--- src/design/crb_pkg.sv ---
// Constants for the per-channel register bank: offsets, masks, resets and
// the layout of the atomic multi-byte fields.
// Assumes the serial port engine hands over one byte access per cycle.
package crb_pkg;

  localparam int unsigned ADDR_W   = 11;
  localparam int unsigned DATA_W   = 8;
  localparam int unsigned NUM_CFG  = 13;
  localparam int unsigned NUM_FLD  = 4;
  localparam int unsigned FLD_MAXB = 5;

  localparam logic [10:0] ADDR_TOP      = 11'h6ff;
  localparam logic [10:0] ADDR_BANK_SEL = 11'h000;
  localparam logic [10:0] ADDR_LOCK_SR  = 11'h048;

  // Plain configuration registers: offset, writable bits, reset value
  localparam logic [NUM_CFG-1:0][10:0] CFG_ADDR = {
    11'h01b, 11'h015, 11'h014, 11'h013, 11'h012, 11'h00f, 11'h00e,
    11'h00d, 11'h00c, 11'h00b, 11'h00a, 11'h009, 11'h000};
  localparam logic [NUM_CFG-1:0][7:0] CFG_MASK = {
    8'he3, 8'hff, 8'hff, 8'hff, 8'hff, 8'hff, 8'hff,
    8'h07, 8'h07, 8'h11, 8'h7f, 8'hbf, 8'h01};
  localparam logic [NUM_CFG-1:0][7:0] CFG_RST = '0;
  localparam int unsigned IDX_BANK_SEL = 0;

  // Lock status register bit layout
  localparam int unsigned BIT_ALK     = 0;
  localparam int unsigned BIT_ALKL    = 1;
  localparam int unsigned BIT_ALKIE   = 2;
  localparam int unsigned BIT_ADLK    = 3;
  localparam int unsigned BIT_ALK2    = 4;
  localparam int unsigned BIT_ALK2L   = 5;
  localparam int unsigned BIT_ALK2IE  = 6;

  // Edge that sets each latched bit: 2'b01 rise, 2'b10 fall, 2'b11 either
  localparam logic [1:0] EDGE_ALK  = 2'h2;
  localparam logic [1:0] EDGE_ALK2 = 2'h3;

  // Multi-byte fields: 0 freq offset, 1 phase offset, 2 measured freq, 3 measured phase
  localparam int unsigned FLD_FREQ_OFS  = 0;
  localparam int unsigned FLD_PHASE_OFS = 1;
  localparam int unsigned FLD_MEAS_FREQ = 2;
  localparam int unsigned FLD_MEAS_PH   = 3;
  localparam logic [NUM_FLD-1:0][10:0] FLD_BASE = {11'h07d, 11'h065, 11'h1a8, 11'h1a0};
  localparam logic [NUM_FLD-1:0][2:0]  FLD_LEN  = {3'h4, 3'h4, 3'h4, 3'h5};
  localparam logic [NUM_FLD-1:0]       FLD_WR   = 4'h3;
  localparam logic [39:0] FREQ_OFS_RST  = 40'h0;
  localparam logic [31:0] PHASE_OFS_RST = 32'h0;

  typedef struct packed {
    logic [NUM_CFG-1:0][7:0] cfg;
    logic [39:0]             freq_ofs;
    logic [31:0]             phase_ofs;
    logic [31:0]             wr_xfer;
    logic [39:0]             rd_xfer;
    logic                    alk_l;
    logic                    alk2_l;
    logic                    alk_prev;
    logic                    alk2_prev;
    logic [7:0]              rdata;
    logic                    rvalid;
    logic                    ee_rd;
    logic                    ee_wr;
    logic [10:0]             ee_addr;
    logic [7:0]              ee_wdata;
    logic [1:0]              lock_ie;
    logic                    irq;
  } crb_state_s;

endpackage : crb_pkg

--- src/design/crb_bank.sv ---
// Per-channel register bank behind the channel's own serial slave port.
// Assumes a serial engine on core_clk presenting single-cycle byte accesses,
// an EEPROM array answering with ee_rvalid, and PLL status on core_clk.
//
// Function
// - Each channel decodes its own address space 000h to 6FFh independently.
// - Bit 7 of every register is the MSb, bit 0 the LSb.
// - Read-only fields ignore writes; other non-reserved fields are read-write.
// - Real-time status bits are read-only and show the live source level.
// - Latched bits set on the chosen source edge, clear on write-one only.
// - A latched bit with its enable set raises the interrupt request.
// - Reset returns every configuration field to its default.
// - Lower bytes go to the write transfer register; last byte commits all.
// - Reads during a pending partial write return the committed value.
// - Reading the lowest byte snapshots the field; later bytes read the snapshot.
// - Writes during a multi-byte read overwrite the read transfer register bytes.
// - One write and one read transfer register shared by all fields.
// - Bank-select bit clear maps registers at 1 and up, set maps EEPROM.
// - The bank-select register stays at address zero in both banks.
// - Each channel's bank sits behind its own independent slave port.
`timescale 1ns/100ps
module crb_bank #(
  parameter int unsigned ADDR_W = crb_pkg::ADDR_W  // Register address width
) (
  input  wire logic                  core_clk,      // 10 MHz core clock
  input  wire logic                  rst_n,         // Async reset, active low
  input  wire logic                  acc_wr,        // Byte write strobe from port engine
  input  wire logic                  acc_rd,        // Byte read strobe from port engine
  input  wire logic [ADDR_W-1:0]     acc_addr,      // Register address
  input  wire logic [7:0]            acc_wdata,     // Write byte
  output logic      [7:0]            acc_rdata,     // Read byte
  output logic                       acc_rvalid,    // Read byte valid pulse
  input  wire logic                  alk_src,       // APLL lock level
  input  wire logic                  adlk_src,      // APLL digital lock level
  input  wire logic                  alk2_src,      // APLL second lock level
  input  wire logic [31:0]           meas_freq,     // Measured frequency
  input  wire logic [31:0]           meas_phase,    // Measured phase
  output logic                       ee_rd,         // EEPROM read pulse
  output logic                       ee_wr,         // EEPROM write pulse
  output logic      [ADDR_W-1:0]     ee_addr,       // EEPROM address
  output logic      [7:0]            ee_wdata,      // EEPROM write byte
  input  wire logic [7:0]            ee_rdata,      // EEPROM read byte
  input  wire logic                  ee_rvalid,     // EEPROM read byte valid
  output logic      [crb_pkg::NUM_CFG*8-1:0] cfg_out, // Configuration registers
  output logic      [39:0]           freq_ofs,      // Committed frequency offset
  output logic      [31:0]           phase_ofs,     // Committed phase offset
  output logic                       bank_sel,      // EEPROM bank mapped
  output logic                       irq_req        // Interrupt request level
);

  //////////////////////////////////////////////////////////////////////////////
  // Parameter check

  if (ADDR_W != crb_pkg::ADDR_W) begin : g_bad_width
    $error("crb_bank: address width must match the channel map");
  end

  //////////////////////////////////////////////////////////////////////////////
  // State

  crb_pkg::crb_state_s st_ff;
  crb_pkg::crb_state_s nxt_st;

  logic        ev_alk;
  logic        ev_alk2;
  logic        in_map;
  logic        to_eeprom;
  logic [39:0] fld_val;
  logic [2:0]  fld_byte;
  logic [1:0]  fld_sel;
  logic        fld_hit;
  logic [7:0]  lock_sr;

  // Source edges, per bit edge choice
  assign ev_alk  = (crb_pkg::EDGE_ALK[0] & alk_src & ~st_ff.alk_prev) |
                   (crb_pkg::EDGE_ALK[1] & ~alk_src & st_ff.alk_prev);
  assign ev_alk2 = (crb_pkg::EDGE_ALK2[0] & alk2_src & ~st_ff.alk2_prev) |
                   (crb_pkg::EDGE_ALK2[1] & ~alk2_src & st_ff.alk2_prev);

  assign in_map    = acc_addr <= crb_pkg::ADDR_TOP;
  assign to_eeprom = st_ff.cfg[crb_pkg::IDX_BANK_SEL][0] &&
                     acc_addr != crb_pkg::ADDR_BANK_SEL;

  // Real-time bits are live; reserved bit 7 reads zero
  always_comb begin
    lock_sr                      = 8'h00;
    lock_sr[crb_pkg::BIT_ALK]    = alk_src;
    lock_sr[crb_pkg::BIT_ADLK]   = adlk_src;
    lock_sr[crb_pkg::BIT_ALK2]   = alk2_src;
    lock_sr[crb_pkg::BIT_ALKL]   = st_ff.alk_l;
    lock_sr[crb_pkg::BIT_ALK2L]  = st_ff.alk2_l;
    lock_sr[crb_pkg::BIT_ALKIE]  = st_ff.lock_ie[0];
    lock_sr[crb_pkg::BIT_ALK2IE] = st_ff.lock_ie[1];
  end

  //////////////////////////////////////////////////////////////////////////////
  // Multi-byte field decode

  always_comb begin
    fld_hit  = 1'b0;
    fld_sel  = 2'h0;
    fld_byte = 3'h0;
    for (int f = 0; f < crb_pkg::NUM_FLD; f++) begin
      if (acc_addr >= crb_pkg::FLD_BASE[f] &&
          acc_addr < crb_pkg::FLD_BASE[f] + 11'(crb_pkg::FLD_LEN[f])) begin
        fld_hit  = 1'b1;
        fld_sel  = 2'(f);
        fld_byte = 3'(acc_addr - crb_pkg::FLD_BASE[f]);
      end
    end
    unique case (fld_sel)
      2'h0:    fld_val = st_ff.freq_ofs;
      2'h1:    fld_val = {8'h00, st_ff.phase_ofs};
      2'h2:    fld_val = {8'h00, meas_freq};
      default: fld_val = {8'h00, meas_phase};
    endcase
  end

  //////////////////////////////////////////////////////////////////////////////
  // Next state

  always_comb begin
    nxt_st           = st_ff;
    nxt_st.rvalid    = 1'b0;
    nxt_st.ee_rd     = 1'b0;
    nxt_st.ee_wr     = 1'b0;
    nxt_st.alk_prev  = alk_src;
    nxt_st.alk2_prev = alk2_src;

    // Host write path
    if (acc_wr && in_map) begin
      if (to_eeprom) begin
        nxt_st.ee_wr    = 1'b1;
        nxt_st.ee_addr  = acc_addr;
        nxt_st.ee_wdata = acc_wdata;
      end else if (fld_hit) begin
        if (crb_pkg::FLD_WR[fld_sel]) begin
          nxt_st.rd_xfer[fld_byte*8 +: 8] = acc_wdata;
          if (fld_byte == crb_pkg::FLD_LEN[fld_sel] - 3'h1) begin
            if (fld_sel == 2'(crb_pkg::FLD_FREQ_OFS)) begin
              nxt_st.freq_ofs = {acc_wdata, st_ff.wr_xfer};
            end else begin
              nxt_st.phase_ofs = {acc_wdata, st_ff.wr_xfer[23:0]};
            end
          end else begin
            nxt_st.wr_xfer[fld_byte*8 +: 8] = acc_wdata;
          end
        end
      end else if (acc_addr == crb_pkg::ADDR_LOCK_SR) begin
        nxt_st.lock_ie[0] = acc_wdata[crb_pkg::BIT_ALKIE];
        nxt_st.lock_ie[1] = acc_wdata[crb_pkg::BIT_ALK2IE];
        if (acc_wdata[crb_pkg::BIT_ALKL]) begin
          nxt_st.alk_l = 1'b0;
        end
        if (acc_wdata[crb_pkg::BIT_ALK2L]) begin
          nxt_st.alk2_l = 1'b0;
        end
      end else begin
        for (int i = 0; i < crb_pkg::NUM_CFG; i++) begin
          if (acc_addr == crb_pkg::CFG_ADDR[i]) begin
            nxt_st.cfg[i] = acc_wdata & crb_pkg::CFG_MASK[i];
          end
        end
      end
    end

    // Events win over a clear in the same cycle
    if (ev_alk) begin
      nxt_st.alk_l = 1'b1;
    end
    if (ev_alk2) begin
      nxt_st.alk2_l = 1'b1;
    end

    // Host read path
    if (acc_rd) begin
      if (in_map && to_eeprom) begin
        nxt_st.ee_rd   = 1'b1;
        nxt_st.ee_addr = acc_addr;
      end else begin
        nxt_st.rvalid = 1'b1;
        nxt_st.rdata  = 8'h00;
        if (!in_map) begin
          nxt_st.rdata = 8'h00;
        end else if (fld_hit) begin
          if (fld_byte == 3'h0) begin
            nxt_st.rd_xfer = fld_val;
            nxt_st.rdata   = fld_val[7:0];
          end else begin
            nxt_st.rdata = st_ff.rd_xfer[fld_byte*8 +: 8];
          end
        end else if (acc_addr == crb_pkg::ADDR_LOCK_SR) begin
          nxt_st.rdata = lock_sr;
        end else begin
          for (int i = 0; i < crb_pkg::NUM_CFG; i++) begin
            if (acc_addr == crb_pkg::CFG_ADDR[i]) begin
              nxt_st.rdata = st_ff.cfg[i];
            end
          end
        end
      end
    end
    if (ee_rvalid) begin
      nxt_st.rvalid = 1'b1;
      nxt_st.rdata  = ee_rdata;
    end

    nxt_st.irq = (nxt_st.alk_l & nxt_st.lock_ie[0]) |
                 (nxt_st.alk2_l & nxt_st.lock_ie[1]);
  end

  //////////////////////////////////////////////////////////////////////////////
  // Registers

  always_ff @(posedge core_clk or negedge rst_n) begin
    if (!rst_n) begin
      st_ff           <= '0;
      st_ff.cfg       <= crb_pkg::CFG_RST;
      st_ff.freq_ofs  <= crb_pkg::FREQ_OFS_RST;
      st_ff.phase_ofs <= crb_pkg::PHASE_OFS_RST;
    end else begin
      st_ff <= nxt_st;
    end
  end

  assign acc_rdata  = st_ff.rdata;
  assign acc_rvalid = st_ff.rvalid;
  assign ee_rd      = st_ff.ee_rd;
  assign ee_wr      = st_ff.ee_wr;
  assign ee_addr    = st_ff.ee_addr;
  assign ee_wdata   = st_ff.ee_wdata;
  assign cfg_out    = st_ff.cfg;
  assign freq_ofs   = st_ff.freq_ofs;
  assign phase_ofs  = st_ff.phase_ofs;
  assign bank_sel   = st_ff.cfg[crb_pkg::IDX_BANK_SEL][0];
  assign irq_req    = st_ff.irq;

  //////////////////////////////////////////////////////////////////////////////
  // Checks

  a_irq_follows_latch: assert property (@(posedge core_clk) disable iff (!rst_n)
    irq_req == ((st_ff.alk_l & st_ff.lock_ie[0]) | (st_ff.alk2_l & st_ff.lock_ie[1])))
    else $error("interrupt request does not match latched bits and enables");

  a_latch_set_wins: assert property (@(posedge core_clk) disable iff (!rst_n)
    ev_alk |=> st_ff.alk_l)
    else $error("latched lock bit missed a source edge");

  a_latch_zero_keeps: assert property (@(posedge core_clk) disable iff (!rst_n)
    (st_ff.alk_l && !(acc_wr && !to_eeprom && acc_addr == crb_pkg::ADDR_LOCK_SR &&
     acc_wdata[crb_pkg::BIT_ALKL])) |=> st_ff.alk_l)
    else $error("latched lock bit cleared without a write of one");

  a_freq_commit_only: assert property (@(posedge core_clk) disable iff (!rst_n)
    !(acc_wr && !to_eeprom && acc_addr == crb_pkg::FLD_BASE[0] + 11'h004) |=>
    $stable(freq_ofs))
    else $error("frequency offset changed without its last byte written");

  a_freq_commit_val: assert property (@(posedge core_clk) disable iff (!rst_n)
    (acc_wr && !to_eeprom && acc_addr == crb_pkg::FLD_BASE[0] + 11'h004) |=>
    freq_ofs == {$past(acc_wdata), $past(st_ff.wr_xfer)})
    else $error("frequency offset commit lost transfer bytes");

  a_snap_low_byte: assert property (@(posedge core_clk) disable iff (!rst_n)
    (acc_rd && !to_eeprom && acc_addr == crb_pkg::FLD_BASE[2]) |=>
    acc_rvalid && st_ff.rd_xfer[31:0] == $past(meas_freq) &&
    acc_rdata == $past(meas_freq[7:0]))
    else $error("measured frequency snapshot not taken on low byte read");

  a_ro_field_keep: assert property (@(posedge core_clk) disable iff (!rst_n)
    (acc_wr && !to_eeprom && acc_addr >= crb_pkg::FLD_BASE[2] &&
     acc_addr < crb_pkg::FLD_BASE[2] + 11'(crb_pkg::FLD_LEN[2])) |=> $stable(st_ff.rd_xfer))
    else $error("write to read-only field altered the transfer register");

  a_bank_sel_home: assert property (@(posedge core_clk) disable iff (!rst_n)
    (acc_rd && acc_addr == crb_pkg::ADDR_BANK_SEL && !ee_rvalid) |=>
    acc_rvalid && !ee_rd && acc_rdata == {7'h00, bank_sel})
    else $error("bank select register not readable at address zero");

  a_eeprom_route: assert property (@(posedge core_clk) disable iff (!rst_n)
    (acc_wr && bank_sel && acc_addr != crb_pkg::ADDR_BANK_SEL && in_map) |=>
    ee_wr && ee_addr == $past(acc_addr) && $stable(cfg_out))
    else $error("write in EEPROM bank not routed to the EEPROM");

  a_live_status_read: assert property (@(posedge core_clk) disable iff (!rst_n)
    (acc_rd && !to_eeprom && acc_addr == crb_pkg::ADDR_LOCK_SR && !ee_rvalid) |=>
    acc_rdata[crb_pkg::BIT_ALK] == $past(alk_src) && acc_rdata[crb_pkg::BIT_ADLK] == $past(adlk_src) &&
    acc_rdata[crb_pkg::BIT_ALK2] == $past(alk2_src))
    else $error("status read does not show the live source levels");

  a_range_read_zero: assert property (@(posedge core_clk) disable iff (!rst_n)
    (acc_rd && !in_map && !ee_rvalid) |=> acc_rvalid && acc_rdata == 8'h00)
    else $error("read above the channel map did not return zero");

  a_range_write_none: assert property (@(posedge core_clk) disable iff (!rst_n)
    (acc_wr && !in_map) |=> !ee_wr && $stable(cfg_out) && $stable(freq_ofs) && $stable(phase_ofs))
    else $error("write above the channel map changed state");

  a_committed_read: assert property (@(posedge core_clk) disable iff (!rst_n)
    (acc_rd && !to_eeprom && acc_addr == crb_pkg::FLD_BASE[0] && !ee_rvalid) |=>
    acc_rdata == $past(freq_ofs[7:0]) && st_ff.rd_xfer == $past(freq_ofs))
    else $error("offset read did not return the committed value");

  a_phase_commit_only: assert property (@(posedge core_clk) disable iff (!rst_n)
    !(acc_wr && !to_eeprom && acc_addr == crb_pkg::FLD_BASE[1] + 11'(crb_pkg::FLD_LEN[1] - 3'h1)) |=>
    $stable(phase_ofs))
    else $error("phase offset changed without its last byte written");

  a_write_over_snap: assert property (@(posedge core_clk) disable iff (!rst_n)
    (acc_wr && !to_eeprom && acc_addr == crb_pkg::FLD_BASE[1] + 11'h001) |=>
    st_ff.rd_xfer[15:8] == $past(acc_wdata))
    else $error("write did not overwrite the read transfer byte");

  a_snap_later_byte: assert property (@(posedge core_clk) disable iff (!rst_n)
    (acc_rd && !to_eeprom && acc_addr == crb_pkg::FLD_BASE[2] + 11'h001 && !ee_rvalid) |=>
    acc_rvalid && acc_rdata == $past(st_ff.rd_xfer[15:8]))
    else $error("later measured byte not taken from the snapshot");

  a_cfg_write_mask: assert property (@(posedge core_clk) disable iff (!rst_n)
    (acc_wr && !to_eeprom && acc_addr == crb_pkg::CFG_ADDR[1]) |=>
    cfg_out[15:8] == ($past(acc_wdata) & crb_pkg::CFG_MASK[1]))
    else $error("control write did not land with reserved bits dropped");

  a_eeprom_answer: assert property (@(posedge core_clk) disable iff (!rst_n)
    ee_rvalid |=> acc_rvalid && acc_rdata == $past(ee_rdata))
    else $error("EEPROM byte not forwarded to the read port");

  a_eeprom_read_route: assert property (@(posedge core_clk) disable iff (!rst_n)
    (acc_rd && bank_sel && acc_addr != crb_pkg::ADDR_BANK_SEL && in_map) |=>
    ee_rd && ee_addr == $past(acc_addr))
    else $error("read in EEPROM bank not routed to the EEPROM");

  a_latch2_either: assert property (@(posedge core_clk) disable iff (!rst_n)
    (alk2_src != st_ff.alk2_prev) |=> st_ff.alk2_l)
    else $error("second latched lock bit missed a source edge");

  a_latch_one_clears: assert property (@(posedge core_clk) disable iff (!rst_n)
    (st_ff.alk_l && !ev_alk && acc_wr && !to_eeprom && acc_addr == crb_pkg::ADDR_LOCK_SR &&
     acc_wdata[crb_pkg::BIT_ALKL]) |=> !st_ff.alk_l)
    else $error("latched lock bit not cleared by a write of one");

  a_reset_defaults: assert property (@(posedge core_clk)
    !rst_n |-> cfg_out == crb_pkg::CFG_RST && freq_ofs == crb_pkg::FREQ_OFS_RST &&
    phase_ofs == crb_pkg::PHASE_OFS_RST && !irq_req)
    else $error("configuration not at defaults while reset is held");

endmodule : crb_bank

--- config.mk ---
export PLATFORM = sky130hd
export DESIGN_NAME = crb_bank
export DESIGN_NICKNAME = d
export VERILOG_FILES = /design/src/design/crb_pkg.sv /design/src/design/crb_bank.sv
export SDC_FILE = /design/constraint.sdc
export NUM_CORES = 1
export LEC_CHECK = 0
export ABC_AREA = 0
export BUFFER_PORTS_ARGS = -buffer_cell sky130_fd_sc_hd__buf_2
export CAP_MARGIN = 20
export CORE_MARGIN = 3
export CORE_UTILIZATION = 47
export CTS_BUF_LIST = sky130_fd_sc_hd__clkbuf_16
export CTS_CLUSTER_DIAMETER = 40
export DETAILED_ROUTE_END_ITERATION = 6
export PLACE_DENSITY = 0.71
export SLEW_MARGIN = 15
export SYNTH_ARGS = -nofsm -noshare
export SYNTH_HDL_FRONTEND = slang
export SYNTH_SLANG_ARGS = --single-unit
--- constraint.sdc ---
create_clock -name core_clk -period 2.8 [get_ports core_clk]
set_input_delay 0.28 -clock core_clk [delete_from_list [all_inputs] [get_ports core_clk]]
set_output_delay 0.28 -clock core_clk [all_outputs]
set_load 0.03 [all_outputs]
# == Word level (Yosys, flattened, before mapping) ==
# Index checks and enable logic that the tools add are counted.
# totals
reg_bits,257
inputBits,99
output_inout_bits,208
wordCells,173
# classes
n_addsub,6
n_lt_le_gt_ge,10
eq_ne,17
shifts,5
n_mux,61
n_bitwise,15
reduce_logical,30
# op_table
cell,count
2-to-1 mux 40 bit,7
2-to-1 mux 8 bit,16
one-hot mux 40 bit (3 select lines),1
2-to-1 mux 42 bit,2
equality test 11 x 4 -> 1 bit (second input constant),7
AND reduction 5 bit,14
equality test 11 x 5 -> 1 bit (second input constant),5
bitwise mux 40 bit,1
variable shift 8 x 34 -> 40 bit (first input constant),1
variable part select 40 x 7 -> 8 bit,1
variable part select 8 x 34 -> 40 bit,1
negation 6 -> 34 bit,1
variable shift 8 x 34 -> 32 bit (first input constant),1
variable part select 8 x 34 -> 32 bit,1
bitwise mux 32 bit,1
>= comparator 11 x 7 -> 1 bit (second input constant),2
>= comparator 11 x 9 -> 1 bit (second input constant),2
< comparator 11 x 9 -> 1 bit (second input constant),2
2-to-1 mux 11 bit,2
2-to-1 mux 22 bit,1
2-to-1 mux 20 bit,1
2-to-1 mux 9 bit,2
2-to-1 mux 3 bit,5
2-to-1 mux 2 bit,7
other kinds (26),60

# == Depth between registers and ports, before layout ==
# Gate-level depths: netlist (run 1).
# logic_depth
word_depth,20
mapped_depth,17
depth_no_buf,15

# == Worst setup path before layout (run 1) ==
# OpenSTA, ideal clock, no wires.
# synth_path
path_kind,input to register
startpoint,input acc_addr[7]
endpoint,register st_ff[100] (netlist bit)
setup_ps,117
arrival_ps,3516
t_required_ps,2683
path_slack_ps,-833
path_stages,15
path_buffers,3
cell_sequence,nor4_4 -> o2111ai_1 -> nand2_1 -> clkbuf_1 -> o31a_1 -> inv_1 -> clkbuf_1 -> ha_1 -> ha_1 -> or4_1 -> a2111o_1 -> buf_4 -> nor2b_4 -> nand2b_1 -> nand2_1
# synth_via
elab_chain_cells,11
elab_cells_between_ends,40
cone_classes,add/sub (2); order compare (9); eq/ne (1); shift (2); mux (16); bitwise (2); reduce/logical (8)
# synth_lines
item,line_no,rtl
"start, declared",crb_bank.sv:29,"input wire logic [ADDR_W-1:0] acc_addr,"
"parallel branches: the longest is 11 deep, another holds negation 6 -> 34 bit",-,
"end signal, assigned",crb_bank.sv:222,st_ff <= nxt_st;
"end, declared",crb_bank.sv:61,crb_pkg::crb_state_s st_ff;
# Parallel ways; which one is timed is not known. The select of a mux whose other input is x is not followed.
# A chain may end at the register's enable or synchronous reset.

# == Worst setup path after layout (run 1) ==
# layout_path
startpoint,input acc_addr[10]
endpoint,register st_ff[93] (netlist bit)
# Same word-level chain as after synthesis.

==> metrics.txt, run 1 <==
# TYPE chip_impl_metric gauge
chip_impl_metric{name="post_dp_cell_area",unit="sq um"} 16500
chip_impl_metric{name="power.total",unit="mW"} 9.76
chip_impl_metric{name="floorplan.initialDensity",unit=""} 0.485
chip_impl_metric{name="required",unit="ns"} 3.21
chip_impl_metric{name="viasPerCell",unit=""} 5.89
chip_impl_metric{name="yosysSeqAreaShare",unit=""} 0.439
chip_impl_metric{name="fmax",unit="MHz"} 354
chip_impl_metric{name="cts_made_buffers",unit=""} 40
chip_impl_metric{name="grt_util_all_layers",unit=""} 0.278
chip_impl_metric{name="cap_violations",unit=""} 0
chip_impl_metric{name="slew_violations",unit=""} 0
chip_impl_info{name="setup.worst_path.start",value="acc_addr[10]"} 1
chip_impl_info{name="r2r_start",value="bank_sel"} 1
chip_impl_metric{name="critical_path_peak_fanout",unit=""} 8
chip_impl_metric{name="tightestPinTransition",unit="ns"} 0.691
chip_impl_info{name="rsz_0062_raised_after_global_routing",value="true"} 1
chip_impl_metric{name="grt-ovfl-total",unit=""} 0
chip_impl_metric{name="die_w",unit="um"} 182
chip_impl_metric{name="power.share.combinational",unit=""} 0.088
chip_impl_metric{name="avgSynthCellArea",unit="sq um"} 10.0
chip_impl_metric{name="fin_skew",unit="ns"} 0.0153
chip_impl_metric{name="ys_ff_latch",unit=""} 257
chip_impl_metric{name="power.switching_fraction",unit=""} 0.259
chip_impl_metric{name="number_of_i_o_port_buffers",unit=""} 278
chip_impl_metric{name="timing.final.ws_setup",unit="ns"} -0.0237
chip_impl_metric{name="fp-row-count",unit=""} 63
chip_impl_metric{name="irDropWorstVdd",unit="mV"} 0.444
chip_impl_metric{name="ys_types",unit=""} 80
chip_impl_metric{name="detailroute.via_count",unit=""} 12600
chip_impl_metric{name="final_nets",unit=""} 1813
chip_impl_info{name="violations_in_the_final_reports",value="negative setup slack"} 1
chip_impl_info{name="critical_path.startpoint_type",value="input port"} 1
chip_impl_metric{name="tritoncts_num_sinks",unit=""} 257
chip_impl_metric{name="insertion_delay",unit="ns"} 0.53
chip_impl_metric{name="clkPwrFrac",unit=""} 0.513
chip_impl_info{name="crit_type",value="in -> reg"} 1
chip_impl_metric{name="fraction_of_layout_cells_with_a_size_suffix_above_1",unit=""} 0.442
chip_impl_info{name="crit_family",value="simple AND/OR/NAND/NOR gates"} 1
chip_impl_metric{name="first_global_vias",unit=""} 12300
chip_impl_metric{name="detailed_place_hpwl",unit="mm"} 34.5
chip_impl_metric{name="synthesis.instances",unit=""} 1461
chip_impl_metric{name="post-route-period-util",unit=""} 1.01
chip_impl_metric{name="fin_hold_ws",unit="ns"} 0.0184
chip_impl_metric{name="fp.coreArea",unit="sq um"} 30200
chip_impl_metric{name="drt_first_pass_iters",unit=""} 6
chip_impl_metric{name="final-hold-violation-count",unit=""} 0
chip_impl_info{name="cts_tree",value="yes"} 1
chip_impl_metric{name="routabilityCongestion",unit=""} 0.970
chip_impl_metric{name="critical-path-max-stage-delay",unit="ns"} 0.51
chip_impl_metric{name="drt_iter0_drc",unit=""} 1284
chip_impl_metric{name="setup_viol_count_final",unit=""} 2
chip_impl_info{name="min_path_type",value="in -> reg"} 1
chip_impl_metric{name="grt_first_pass_wirelength",unit="mm"} 72.8
chip_impl_metric{name="synth_area",unit="sq um"} 14600
chip_impl_metric{name="sequentialPowerShare",unit=""} 0.398
chip_impl_info{name="cts-root-buf",value="sky130_fd_sc_hd__clkbuf_16"} 1
chip_impl_info{name="ys_dominant_reg_cell",value="sky130_fd_sc_hd__dfrtp_1"} 1
chip_impl_metric{name="ioPinCount",unit=""} 307
chip_impl_info{name="final_common_cell",value="sky130_fd_sc_hd__buf_2"} 1
chip_impl_metric{name="power_report.internal_total",unit="mW"} 7.23
chip_impl_metric{name="synth_warnings",unit=""} 0
chip_impl_info{name="outcome",value="complete, but fails checks"} 1
chip_impl_metric{name="power-per-cell-area",unit="nW/um^2"} 541
chip_impl_metric{name="max_slew_margin",unit=""} 0.540
chip_impl_metric{name="synth-edff-count",unit=""} 0
chip_impl_metric{name="clk_pin_slew_worst_paths",unit="ns"} 0.06
chip_impl_metric{name="p_sw",unit="mW"} 2.53
chip_impl_metric{name="crit_buf_inv",unit=""} 3
chip_impl_metric{name="area_growth_synth_to_finish",unit="%"} 23.2
chip_impl_metric{name="clock_tree.buffer_depth",unit=""} 3
chip_impl_metric{name="wl_per_cell",unit="um"} 22.5
chip_impl_metric{name="post-route-cell-area",unit="sq um"} 18000
chip_impl_info{name="worstSetupEndpointType",value="register"} 1
chip_impl_metric{name="total_leakage_power",unit="nW"} 9.12
chip_impl_metric{name="drt.antenna.violating_nets",unit=""} 0
chip_impl_metric{name="wirelength",unit="mm"} 48.0
chip_impl_info{name="cpMaxStageDelayCell",value="sky130_fd_sc_hd__a2111o_1"} 1
chip_impl_metric{name="cts_htree_levels",unit=""} 2
chip_impl_metric{name="period_minus_slack",unit="ns"} 2.82
chip_impl_info{name="mostFrequentLayoutCells",value="sky130_fd_sc_hd__buf_2 (276), sky130_fd_sc_hd__dfrtp_1 (257), sky130_fd_sc_hd__buf_4 (176)"} 1
chip_impl_metric{name="floorplan.die_area",unit="sq um"} 33300
chip_impl_metric{name="chipHeight",unit="um"} 182
chip_impl_metric{name="asyncSetResetFlopFracSynth",unit=""} 1.00
chip_impl_metric{name="grt_antenna_before_repair",unit=""} 8
chip_impl_metric{name="fin_util",unit=""} 0.597
chip_impl_metric{name="drc",unit=""} 0
chip_impl_metric{name="pin_count_of_the_biggest_net_entering_global_routing",unit=""} 81
chip_impl_info{name="cp_cell_sequence",value="buf_6 > nor4_4 > buf_4 > o2111ai_4 > and2_4 > a21oi_4 > or2_4 > inv_2 > ha_4 > or4_4 > a2111o_1 > nor2b_4 > nand2b_4 > nand2_1"} 1
chip_impl_info{name="hold_start",value="ee_rdata[0]"} 1
chip_impl_metric{name="cp_data_arrival_time",unit="ns"} 3.24
[timing repair]
item	CTS	global route
hold endpoints to repair	75	0
endpoints found under the setup margin	17	47
hold buffers	3	0
setup buffers	5	1
pin swaps	11	2
resized for setup	14	8
[sequential cells by signal (all words and copies together), names as in the netlist]
name and flops:
cfg_out 75, phase_ofs 32, lock_sr 4, ee_wr 1, ee_rd 1, ee_wdata 8
irq_req 1, acc_rdata 8, freq_ofs 40, bank_sel 1, acc_rvalid 1, st_ff 74
ee_addr 11
[power by group through the flow]
| stage | Sequential (mW) | Clock [mW] | Combinational [mW] |
|---|---|---|---|
| after global routing | 3.89 | 5.23 | 0.925 |
| after CTS | 3.89 | 5.05 | 0.853 |
| after global placement | 3.95 | 0 | 0.822 |
| after detailed placement | 3.95 | 0 | 0.835 |
| after floorplan | 3.92 | 0 | 0.494 |
| final | 3.89 | 5.01 | 0.863 |
[through the flow]
step | cells | setup TNS, ns | setup WS, ns
after floorplan | 1488 | -22.11 | -0.461
after global placement | 2043 | -70.08 | -0.498
after detailed placement | 2043 | -87.64 | -0.596
after CTS | 2123 | 0 | 0.00144
after global routing | 2131 | -0.618 | -0.0994
final | 2131 | -0.0288 | -0.0237
[cell usage after synthesis (14+ instances only)]
library cell | number | share of area
sky130_fd_sc_hd__nor3_1 | 14 | 0.0048
sky130_fd_sc_hd__o21ai_0 | 57 | 0.019
sky130_fd_sc_hd__nand2b_1 | 20 | 0.0085
sky130_fd_sc_hd__a211oi_1 | 30 | 0.015
sky130_fd_sc_hd__dfrtp_1 | 257 | 0.44
sky130_fd_sc_hd__mux2_2 | 167 | 0.13
sky130_fd_sc_hd__a22oi_1 | 47 | 0.024
sky130_fd_sc_hd__a31oi_1 | 34 | 0.015
sky130_fd_sc_hd__inv_1 | 18 | 0.0046
sky130_fd_sc_hd__nand3_1 | 56 | 0.019
sky130_fd_sc_hd__nor2b_1 | 14 | 0.0060
sky130_fd_sc_hd__clkbuf_1 | 70 | 0.018
sky130_fd_sc_hd__nor2_1 | 39 | 0.010
sky130_fd_sc_hd__buf_4 | 204 | 0.10
sky130_fd_sc_hd__buf_2 | 14 | 0.0048
sky130_fd_sc_hd__nand2_1 | 152 | 0.039
sky130_fd_sc_hd__nand4_1 | 19 | 0.0081
sky130_fd_sc_hd__a21oi_1 | 62 | 0.021
[path summary, 6_finish.rpt]
| path | endpoint | slack, ns | cells past startpoint |
|---|---|---|---|
| max | st_ff[93] | -0.02 | 14 |
| min | acc_rdata[0] | 0.02 | 3 |
| max reg2reg | st_ff[93] | 0.45 | 7 |
| min reg2reg | st_ff[108] | 0.49 | 2 |
| max in group asynchronous | phase_ofs[19] | 1.58 | 3 |
| min in group asynchronous | cfg_out[63] | 0.36 | 2 |
[cell families after synthesis]
logic type | Yosys count | share of synthesized area
flops | 257 | 0.439
simple gates | 376 | 0.129
xor+xnor | 3 | 0.00180
other cells | 1 | 0.000256
fa+ha+maj | 10 | 0.00855
mux | 176 | 0.135
compound gates | 321 | 0.150
buf+inv | 317 | 0.136
[routing by layer]
layer | GRT usage | wire length (um)
met5 | 0 | 13
met4 | 0.0789 | 1250
met3 | 0.0763 | 4580
met2 | 0.430 | 21900
met1 | 0.385 | 20200
[final cells by class]
cell class              count  area (sq um)
fillers                  2520         12200
diodes                      7          17.5
repair buffers            473          3080
inverters                  18          67.6
clock inverters            32           353
multi-input cells         914          6600
flip-flops and latches    257          6430
clock buffers              40          1000
well taps                 390           488
[worst min-delay path, delay by kind of cell]
family	cells	cell delay, ns
compound gates	2	0.15
buf+inv	1	0.08
Note: power is estimated with default switching activity, not from simulation.
==> run 2: changes to the inputs <==
==> constraint.sdc (replaced) <==
create_clock -name core_clk -period 3.5 [get_ports core_clk]
set_input_delay 0.35 -clock core_clk [delete_from_list [all_inputs] [get_ports core_clk]]
set_output_delay 0.35 -clock core_clk [all_outputs]
set_load 0.03 [all_outputs]
==> run 2 against run 1 <==
  * Die area is the same
  * Utilization shrank 4.4 points
  * Highest routed layer is now met4
  * Critical path depth up 2
  * Register-to-register slack better by 0.78 ns
  * Clock skew increased by 0.0034 ns
  * The flow now finishes without violations
==> metrics.txt, run 2 (synthesized netlist as in run 1, its figures left out) <==
# TYPE chip_impl_metric gauge
chip_impl_metric{name="drc",unit=""} 0
chip_impl_info{name="cts_tree",value="yes"} 1
chip_impl_metric{name="die_w",unit="um"} 182
chip_impl_info{name="rsz_0062_raised_after_global_routing",value="false"} 1
chip_impl_metric{name="fin_cells",unit=""} 2018
chip_impl_metric{name="routabilityCongestion",unit=""} 0.932
chip_impl_metric{name="insertion_delay",unit="ns"} 0.52
chip_impl_metric{name="dp_cells",unit=""} 1945
chip_impl_metric{name="irDropWorstVdd",unit="mV"} 0.345
chip_impl_metric{name="pin_count_of_the_biggest_net_entering_global_routing",unit=""} 103
chip_impl_metric{name="fin_skew",unit="ns"} 0.0187
chip_impl_metric{name="ioPinCount",unit=""} 307
chip_impl_metric{name="clock_tree.buffer_depth",unit=""} 3
chip_impl_info{name="final_common_cell",value="sky130_fd_sc_hd__buf_2"} 1
chip_impl_metric{name="power-per-cell-area",unit="nW/um^2"} 436
chip_impl_metric{name="number_of_i_o_port_buffers",unit=""} 278
chip_impl_info{name="crit_path_frequent_cell",value="sky130_fd_sc_hd__inv_1"} 1
chip_impl_metric{name="grt_antenna_before_repair",unit=""} 3
chip_impl_metric{name="first_global_vias",unit=""} 11900
chip_impl_metric{name="floorplan.die_area",unit="sq um"} 33300
chip_impl_metric{name="floorplan.initialDensity",unit=""} 0.485
chip_impl_metric{name="period_minus_slack",unit="ns"} 3.11
chip_impl_metric{name="grt-ovfl-total",unit=""} 0
chip_impl_metric{name="grt_first_pass_wirelength",unit="mm"} 70.0
chip_impl_metric{name="tritoncts_num_sinks",unit=""} 257
chip_impl_metric{name="worst-r2r-setup-slack",unit="ns"} 1.23
chip_impl_info{name="mostFrequentLayoutCells",value="sky130_fd_sc_hd__buf_2 (277), sky130_fd_sc_hd__dfrtp_1 (257), sky130_fd_sc_hd__mux2_2 (167)"} 1
chip_impl_metric{name="cts_made_buffers",unit=""} 38
chip_impl_info{name="worstHoldEndpoint",value="acc_rdata[6]"} 1
chip_impl_info{name="cpMaxStageDelayCell",value="sky130_fd_sc_hd__a2111oi_0"} 1
chip_impl_metric{name="r2r_cells",unit=""} 5
chip_impl_info{name="worstSetupEndpointType",value="register"} 1
chip_impl_metric{name="final-hold-violation-count",unit=""} 0
chip_impl_metric{name="timing.hold.worst_path_depth",unit=""} 3
chip_impl_metric{name="total_leakage_power",unit="nW"} 8.43
chip_impl_info{name="cp_cell_sequence",value="buf_2 > inv_1 > ha_1 > nor2b_1 > o21ai_1 > a21o_1 > a21oi_1 > or2_2 > inv_1 > ha_1 > inv_1 > o2111a_1 > and2_1 > a2111oi_0 > buf_4 > o21ai_0"} 1
chip_impl_info{name="outcome",value="finished, final reports clean"} 1
chip_impl_metric{name="setup_viol_count_final",unit=""} 0
chip_impl_info{name="critical_path.startpoint_type",value="input port"} 1
chip_impl_metric{name="drt_first_pass_iters",unit=""} 6
chip_impl_metric{name="fraction_of_layout_cells_with_a_size_suffix_above_1",unit=""} 0.387
chip_impl_metric{name="detailed_place_hpwl",unit="mm"} 32.7
chip_impl_metric{name="area_growth_synth_to_finish",unit="%"} 14.1
chip_impl_metric{name="critical_path_peak_fanout",unit=""} 5
chip_impl_metric{name="slew_violations",unit=""} 0
chip_impl_metric{name="tightestPinTransition",unit="ns"} 0.689
chip_impl_metric{name="detailroute.via_count",unit=""} 11900
chip_impl_metric{name="post-place-ws",unit="ns"} -0.0979
chip_impl_metric{name="max_slew_margin",unit=""} 0.541
chip_impl_metric{name="required",unit="ns"} 3.88
chip_impl_metric{name="largest_register_ff_count",unit=""} 75
chip_impl_metric{name="fp.coreArea",unit="sq um"} 30200
chip_impl_metric{name="drt_iter0_drc",unit=""} 1110
chip_impl_info{name="capture_instance_of_the_worst_register_to_register_path",value="freq_ofs[8]"} 1
chip_impl_info{name="cts-root-buf",value="sky130_fd_sc_hd__clkbuf_16"} 1
chip_impl_metric{name="critical-path-max-stage-delay",unit="ns"} 0.57
chip_impl_metric{name="timing.final.ws_setup",unit="ns"} 0.391
chip_impl_metric{name="drt.antenna.violating_nets",unit=""} 0
chip_impl_metric{name="fmax",unit="MHz"} 322
chip_impl_metric{name="cap_violations",unit=""} 0
chip_impl_metric{name="chipHeight",unit="um"} 182
chip_impl_metric{name="fp-row-count",unit=""} 63
chip_impl_metric{name="post-route-period-util",unit=""} 0.888
chip_impl_metric{name="viasPerCell",unit=""} 5.91
chip_impl_metric{name="final_nets",unit=""} 1707
chip_impl_info{name="min_path_type",value="in -> reg"} 1
chip_impl_metric{name="clk_pin_slew_worst_paths",unit="ns"} 0.05
chip_impl_info{name="r2r_start",value="bank_sel"} 1
chip_impl_metric{name="grt_util_all_layers",unit=""} 0.266
chip_impl_info{name="crit_type",value="in -> reg"} 1
chip_impl_metric{name="fill_cells",unit=""} 2680
chip_impl_metric{name="wirelength",unit="mm"} 45.2
chip_impl_info{name="hold_start",value="ee_rdata[6]"} 1
chip_impl_metric{name="wl_per_cell",unit="um"} 22.4
chip_impl_metric{name="cts_htree_levels",unit=""} 2
chip_impl_metric{name="cp_data_arrival_time",unit="ns"} 3.49
[run 2: how the worst max path moves through the flow]
stage           startpoint           end  slack (ns)  cells past startpoint
2_1_floorplan  acc_addr[8]     st_ff[41]        0.03                     14
3_3_place_gp   acc_addr[0]  acc_rdata[1]       -0.06                     15
3_5_place_dp   acc_addr[1]  acc_rdata[1]        -0.1                     16
4_1_cts        acc_addr[1]  acc_rdata[1]        0.42                     16
5_1_grt        acc_addr[7]     st_ff[71]        0.09                     15
6_report       acc_addr[1]  acc_rdata[1]        0.39                     16
[run 2: layout make-up]
cell class                 instances  area, sq um  area share
tap                              390          488      0.0292
inverter                          18         67.6     0.00405
timing repair buffer             369         2150       0.129
multi-input combinational        914         6360       0.381
sequential                       257         6430       0.385
clock buffer                      38          951      0.0569
antenna                            3         7.51    0.000450
clock inverter                    29          243      0.0145
[run 2: worst max-delay path, delay by kind of cell]
family / cells / cell delay [ns]
AOI/OAI and AO/OA: 6 / 1.50
adders and majority gates: 2 / 0.43
buffers and inverters: 5 / 0.59
and+or+nand+nor: 3 / 0.63
[run 2: power breakdown]
part           internal (mW)  total (mW)  switching, mW
logic                  0.195       0.611          0.416
clock network           2.15        3.57           1.42
registers               3.05        3.11         0.0600
total                   5.39        7.29           1.89
[run 2: metrics by stage]
stage / power (mW) / hold slack, ns / TNS [ns] / area (sq um) / utilization
2_1_floorplan: 3.52 / 0.0544 / 0 / 14800 / -
6_report: 7.29 / 0.0996 / 0 / 16700 / 0.553
5_1_grt: 7.54 / 0.117 / 0 / 16700 / 0.553
4_1_cts: 7.34 / 0.0885 / 0 / 16700 / 0.553
3_5_place_dp: 3.76 / 0.361 / -0.670 / 15500 / 0.512
3_3_place_gp: 3.75 / 0.353 / -0.0626 / 15500 / 0.512
[run 2: timing repair]
| item | 4_1_cts | 5_1_grt |
|---|---|---|
| buffers inserted | 0 | 0 |
| hold buffers | 3 | 0 |
| hold endpoints to repair | 73 | 0 |
| resized for setup | 0 | 0 |
[run 2: per-layer routing]
metal	vias to the layer above	GRT usage	part of all wire
met4	0	0.0823	0.026
met3	82	0.0640	0.093
met1	5920	0.371	0.42
met2	598	0.413	0.46
li1	5327	-	-
met5	-	0	0
==> run 3: changes to the inputs <==
--- a/config.mk
+++ b/config.mk
@@ -8,11 +8,12 @@
 export ABC_AREA = 0
 export BUFFER_PORTS_ARGS = -buffer_cell sky130_fd_sc_hd__buf_2
 export CAP_MARGIN = 20
-export CORE_MARGIN = 3
+export CORE_MARGIN = 2
 export CORE_UTILIZATION = 47
 export CTS_BUF_LIST = sky130_fd_sc_hd__clkbuf_16
 export CTS_CLUSTER_DIAMETER = 40
 export DETAILED_ROUTE_END_ITERATION = 6
+export HOLD_SLACK_MARGIN = 0.12
 export PLACE_DENSITY = 0.71
 export SLEW_MARGIN = 15
 export SYNTH_ARGS = -nofsm -noshare
==> constraint.sdc (replaced) <==
create_clock -name core_clk -period 3.2 [get_ports core_clk]
set_input_delay 0.32 -clock core_clk [delete_from_list [all_inputs] [get_ports core_clk]]
set_output_delay 0.32 -clock core_clk [all_outputs]
set_load 0.03 [all_outputs]
==> run 3 against run 2 <==
  * Flip-flop and latch count did not move
  * Via count increased by 1.4%
  * Global-route usage up 0.66 points
  * Total power rose by 11%
  * Utilization is 1.2 points higher
  * Clock power is 11% higher
  * Register-to-register slack worse by 0.22 ns
  * Largest cell class unchanged
  * Critical path type unchanged
  * First-iteration DRC count decreased by 6.3%
  * Final cell count is 3.4% higher
  * Non-clock buffer count up 61
  * Largest power group unchanged
==> metrics.txt, run 3 (synthesized netlist as in run 1, its figures left out) <==
# TYPE chip_impl_metric gauge
chip_impl_metric{name="final_nets",unit=""} 1767
chip_impl_metric{name="critical_path_peak_fanout",unit=""} 61
chip_impl_info{name="rsz_0062_raised_after_global_routing",value="false"} 1
chip_impl_metric{name="post-place-ws",unit="ns"} -0.220
chip_impl_metric{name="max_slew_margin",unit=""} 0.522
chip_impl_metric{name="cap_violations",unit=""} 0
chip_impl_metric{name="fraction_of_layout_cells_with_a_size_suffix_above_1",unit=""} 0.400
chip_impl_metric{name="slew_violations",unit=""} 0
chip_impl_metric{name="pin_count_of_the_biggest_net_entering_global_routing",unit=""} 91
chip_impl_metric{name="detailroute.via_count",unit=""} 12100
chip_impl_info{name="outcome",value="finished, final reports clean"} 1
chip_impl_metric{name="dp_cells",unit=""} 1993
chip_impl_metric{name="multi_input_comb_area",unit="sq um"} 6380
chip_impl_metric{name="path_depth",unit=""} 18
chip_impl_info{name="cpMaxStageDelayCell",value="sky130_fd_sc_hd__a211oi_1"} 1
chip_impl_metric{name="grt-ovfl-total",unit=""} 0
chip_impl_metric{name="drc",unit=""} 0
chip_impl_metric{name="floorplan.die_area",unit="sq um"} 32600
chip_impl_metric{name="power-per-cell-area",unit="nW/um^2"} 467
chip_impl_metric{name="critical-path-max-stage-delay",unit="ns"} 0.48
chip_impl_metric{name="irDropWorstVdd",unit="mV"} 0.338
chip_impl_metric{name="tritoncts_num_sinks",unit=""} 257
chip_impl_metric{name="cts_made_buffers",unit=""} 37
chip_impl_info{name="min_path_type",value="in -> reg"} 1
chip_impl_metric{name="floorplan.initialDensity",unit=""} 0.477
chip_impl_metric{name="fp-row-count",unit=""} 64
chip_impl_metric{name="area_growth_synth_to_finish",unit="%"} 18.3
chip_impl_info{name="crit_family",value="compound AO/OA/AOI/OAI gates"} 1
chip_impl_metric{name="viasPerCell",unit=""} 5.80
chip_impl_metric{name="clock_tree.buffer_depth",unit=""} 3
chip_impl_metric{name="tns",unit="ns"} 0
chip_impl_info{name="crit_type",value="in -> reg"} 1
chip_impl_metric{name="number_of_i_o_port_buffers",unit=""} 278
chip_impl_metric{name="tightestPinTransition",unit="ns"} 0.717
chip_impl_metric{name="cp_data_arrival_time",unit="ns"} 3.36
chip_impl_metric{name="routabilityCongestion",unit=""} 0.927
chip_impl_metric{name="setup_viol_count_final",unit=""} 0
chip_impl_metric{name="fin_skew",unit="ns"} 0.0134
chip_impl_metric{name="grt_antenna_before_repair",unit=""} 4
chip_impl_metric{name="fin_cells",unit=""} 2087
chip_impl_metric{name="power.total",unit="mW"} 8.08
chip_impl_metric{name="total_leakage_power",unit="nW"} 8.76
chip_impl_info{name="cts-root-buf",value="sky130_fd_sc_hd__clkbuf_16"} 1
chip_impl_metric{name="ioPinCount",unit=""} 307
chip_impl_metric{name="chipHeight",unit="um"} 180
chip_impl_metric{name="clk_pin_slew_worst_paths",unit="ns"} 0.06
chip_impl_metric{name="layout.area.seq",unit="sq um"} 6430
chip_impl_metric{name="post_cts_buffers",unit=""} 0
chip_impl_info{name="mostFrequentLayoutCells",value="sky130_fd_sc_hd__buf_2 (277), sky130_fd_sc_hd__dfrtp_1 (257), sky130_fd_sc_hd__mux2_2 (167)"} 1
chip_impl_metric{name="final-hold-violation-count",unit=""} 0
chip_impl_metric{name="die_w",unit="um"} 180
chip_impl_metric{name="timing.hold.worst_path_depth",unit=""} 3
chip_impl_metric{name="crit_buf_inv",unit=""} 7
chip_impl_metric{name="drt.antenna.violating_nets",unit=""} 0
chip_impl_metric{name="r2r_cells",unit=""} 5
chip_impl_info{name="cp_cell_sequence",value="buf_2 > inv_1 > ha_1 > nor2b_1 > o21ai_1 > buf_4 > a21o_1 > a21oi_1 > or2_2 > inv_1 > ha_4 > inv_1 > buf_4 > a31oi_1 > nand3_2 > buf_12 > a211oi_1 > a31oi_1"} 1
chip_impl_metric{name="fp.coreArea",unit="sq um"} 30700
chip_impl_metric{name="fin_hold_ws",unit="ns"} 0.148
chip_impl_info{name="worstSetupEndpointType",value="register"} 1
chip_impl_info{name="critical_path.startpoint_type",value="input port"} 1
chip_impl_metric{name="required",unit="ns"} 3.58
chip_impl_info{name="cts_tree",value="yes"} 1
chip_impl_metric{name="wirelength",unit="mm"} 45.2
chip_impl_metric{name="cts_htree_levels",unit=""} 2
chip_impl_metric{name="grt_util_all_layers",unit=""} 0.273
chip_impl_metric{name="drt_first_pass_iters",unit=""} 6
chip_impl_metric{name="drt_iter0_drc",unit=""} 1040
chip_impl_metric{name="largest_register_ff_count",unit=""} 75
chip_impl_info{name="crit_path_frequent_cell",value="sky130_fd_sc_hd__inv_1"} 1
chip_impl_metric{name="fill_cells",unit=""} 2656
chip_impl_metric{name="post-route-period-util",unit=""} 0.932
chip_impl_metric{name="grt_first_pass_wirelength",unit="mm"} 70.3
chip_impl_metric{name="fmax",unit="MHz"} 335
chip_impl_metric{name="first_global_vias",unit=""} 12100
chip_impl_info{name="final_common_cell",value="sky130_fd_sc_hd__buf_2"} 1
chip_impl_metric{name="detailed_place_hpwl",unit="mm"} 32.5
chip_impl_metric{name="period_minus_slack",unit="ns"} 2.98
chip_impl_metric{name="insertion_delay",unit="ns"} 0.52
chip_impl_metric{name="wl_per_cell",unit="um"} 21.7
chip_impl_metric{name="timing.final.ws_setup",unit="ns"} 0.219
run 3: final cells by class:
cell class | instances | area share
clock buffers | 39 | 0.0563
repair buffers | 430 | 0.156
well taps | 396 | 0.0286
inverters | 18 | 0.00390
multi-input cells | 914 | 0.369
diodes | 4 | 0.000578
flip-flops and latches | 257 | 0.371
clock inverters | 29 | 0.0143
run 3: final timing paths:
kind / from / endpoint / slack [ns]
setup / recovery: acc_addr[1] / st_ff[58] / 0.22
setup reg to reg: bank_sel / freq_ofs[7] / 1.01
hold reg to reg: ee_wdata[7] / ee_wdata[7] / 0.47
min in group asynchronous: rst_n / phase_ofs[22] / 0.42
max in group asynchronous: rst_n / cfg_out[79] / 1.89
hold / removal: meas_phase[1] / st_ff[38] / 0.15
run 3: where the power goes:
part | internal (mW) | leakage [nW] | switching (mW)
sequential | 3.33 | 3.54 | 0.0676
combinational | 0.246 | 4.62 | 0.460
clock | 2.36 | 0.598 | 1.62
total | 5.93 | 8.76 | 2.15
run 3: timing repair:
action / in CTS / in global routing
hold buffers: 22 / 0
endpoints found under the hold margin: 108 / 0
gates resized for setup: 0 / 0
run 3: metal layers:
layer  wire, um  GRT usage  part of all wire
met5          0          0                 0
met4       1290     0.0910             0.029
met3       3430     0.0513             0.076
met2      20800      0.430              0.46
met1      19700      0.380              0.44
run 3: worst min-delay path: stages:
cell                       delay (ns)
sky130_fd_sc_hd__buf_2           0.11
sky130_fd_sc_hd__a211oi_1        0.07
sky130_fd_sc_hd__a21oi_1         0.12
run 3: per-stage QoR:
step / cell area, sq um / utilization
after global placement: 15900 / 0.517
after floorplan: 14800 / -
after CTS: 17300 / 0.564
after detailed placement: 15900 / 0.517
after global routing: 17300 / 0.565
final: 17300 / 0.565
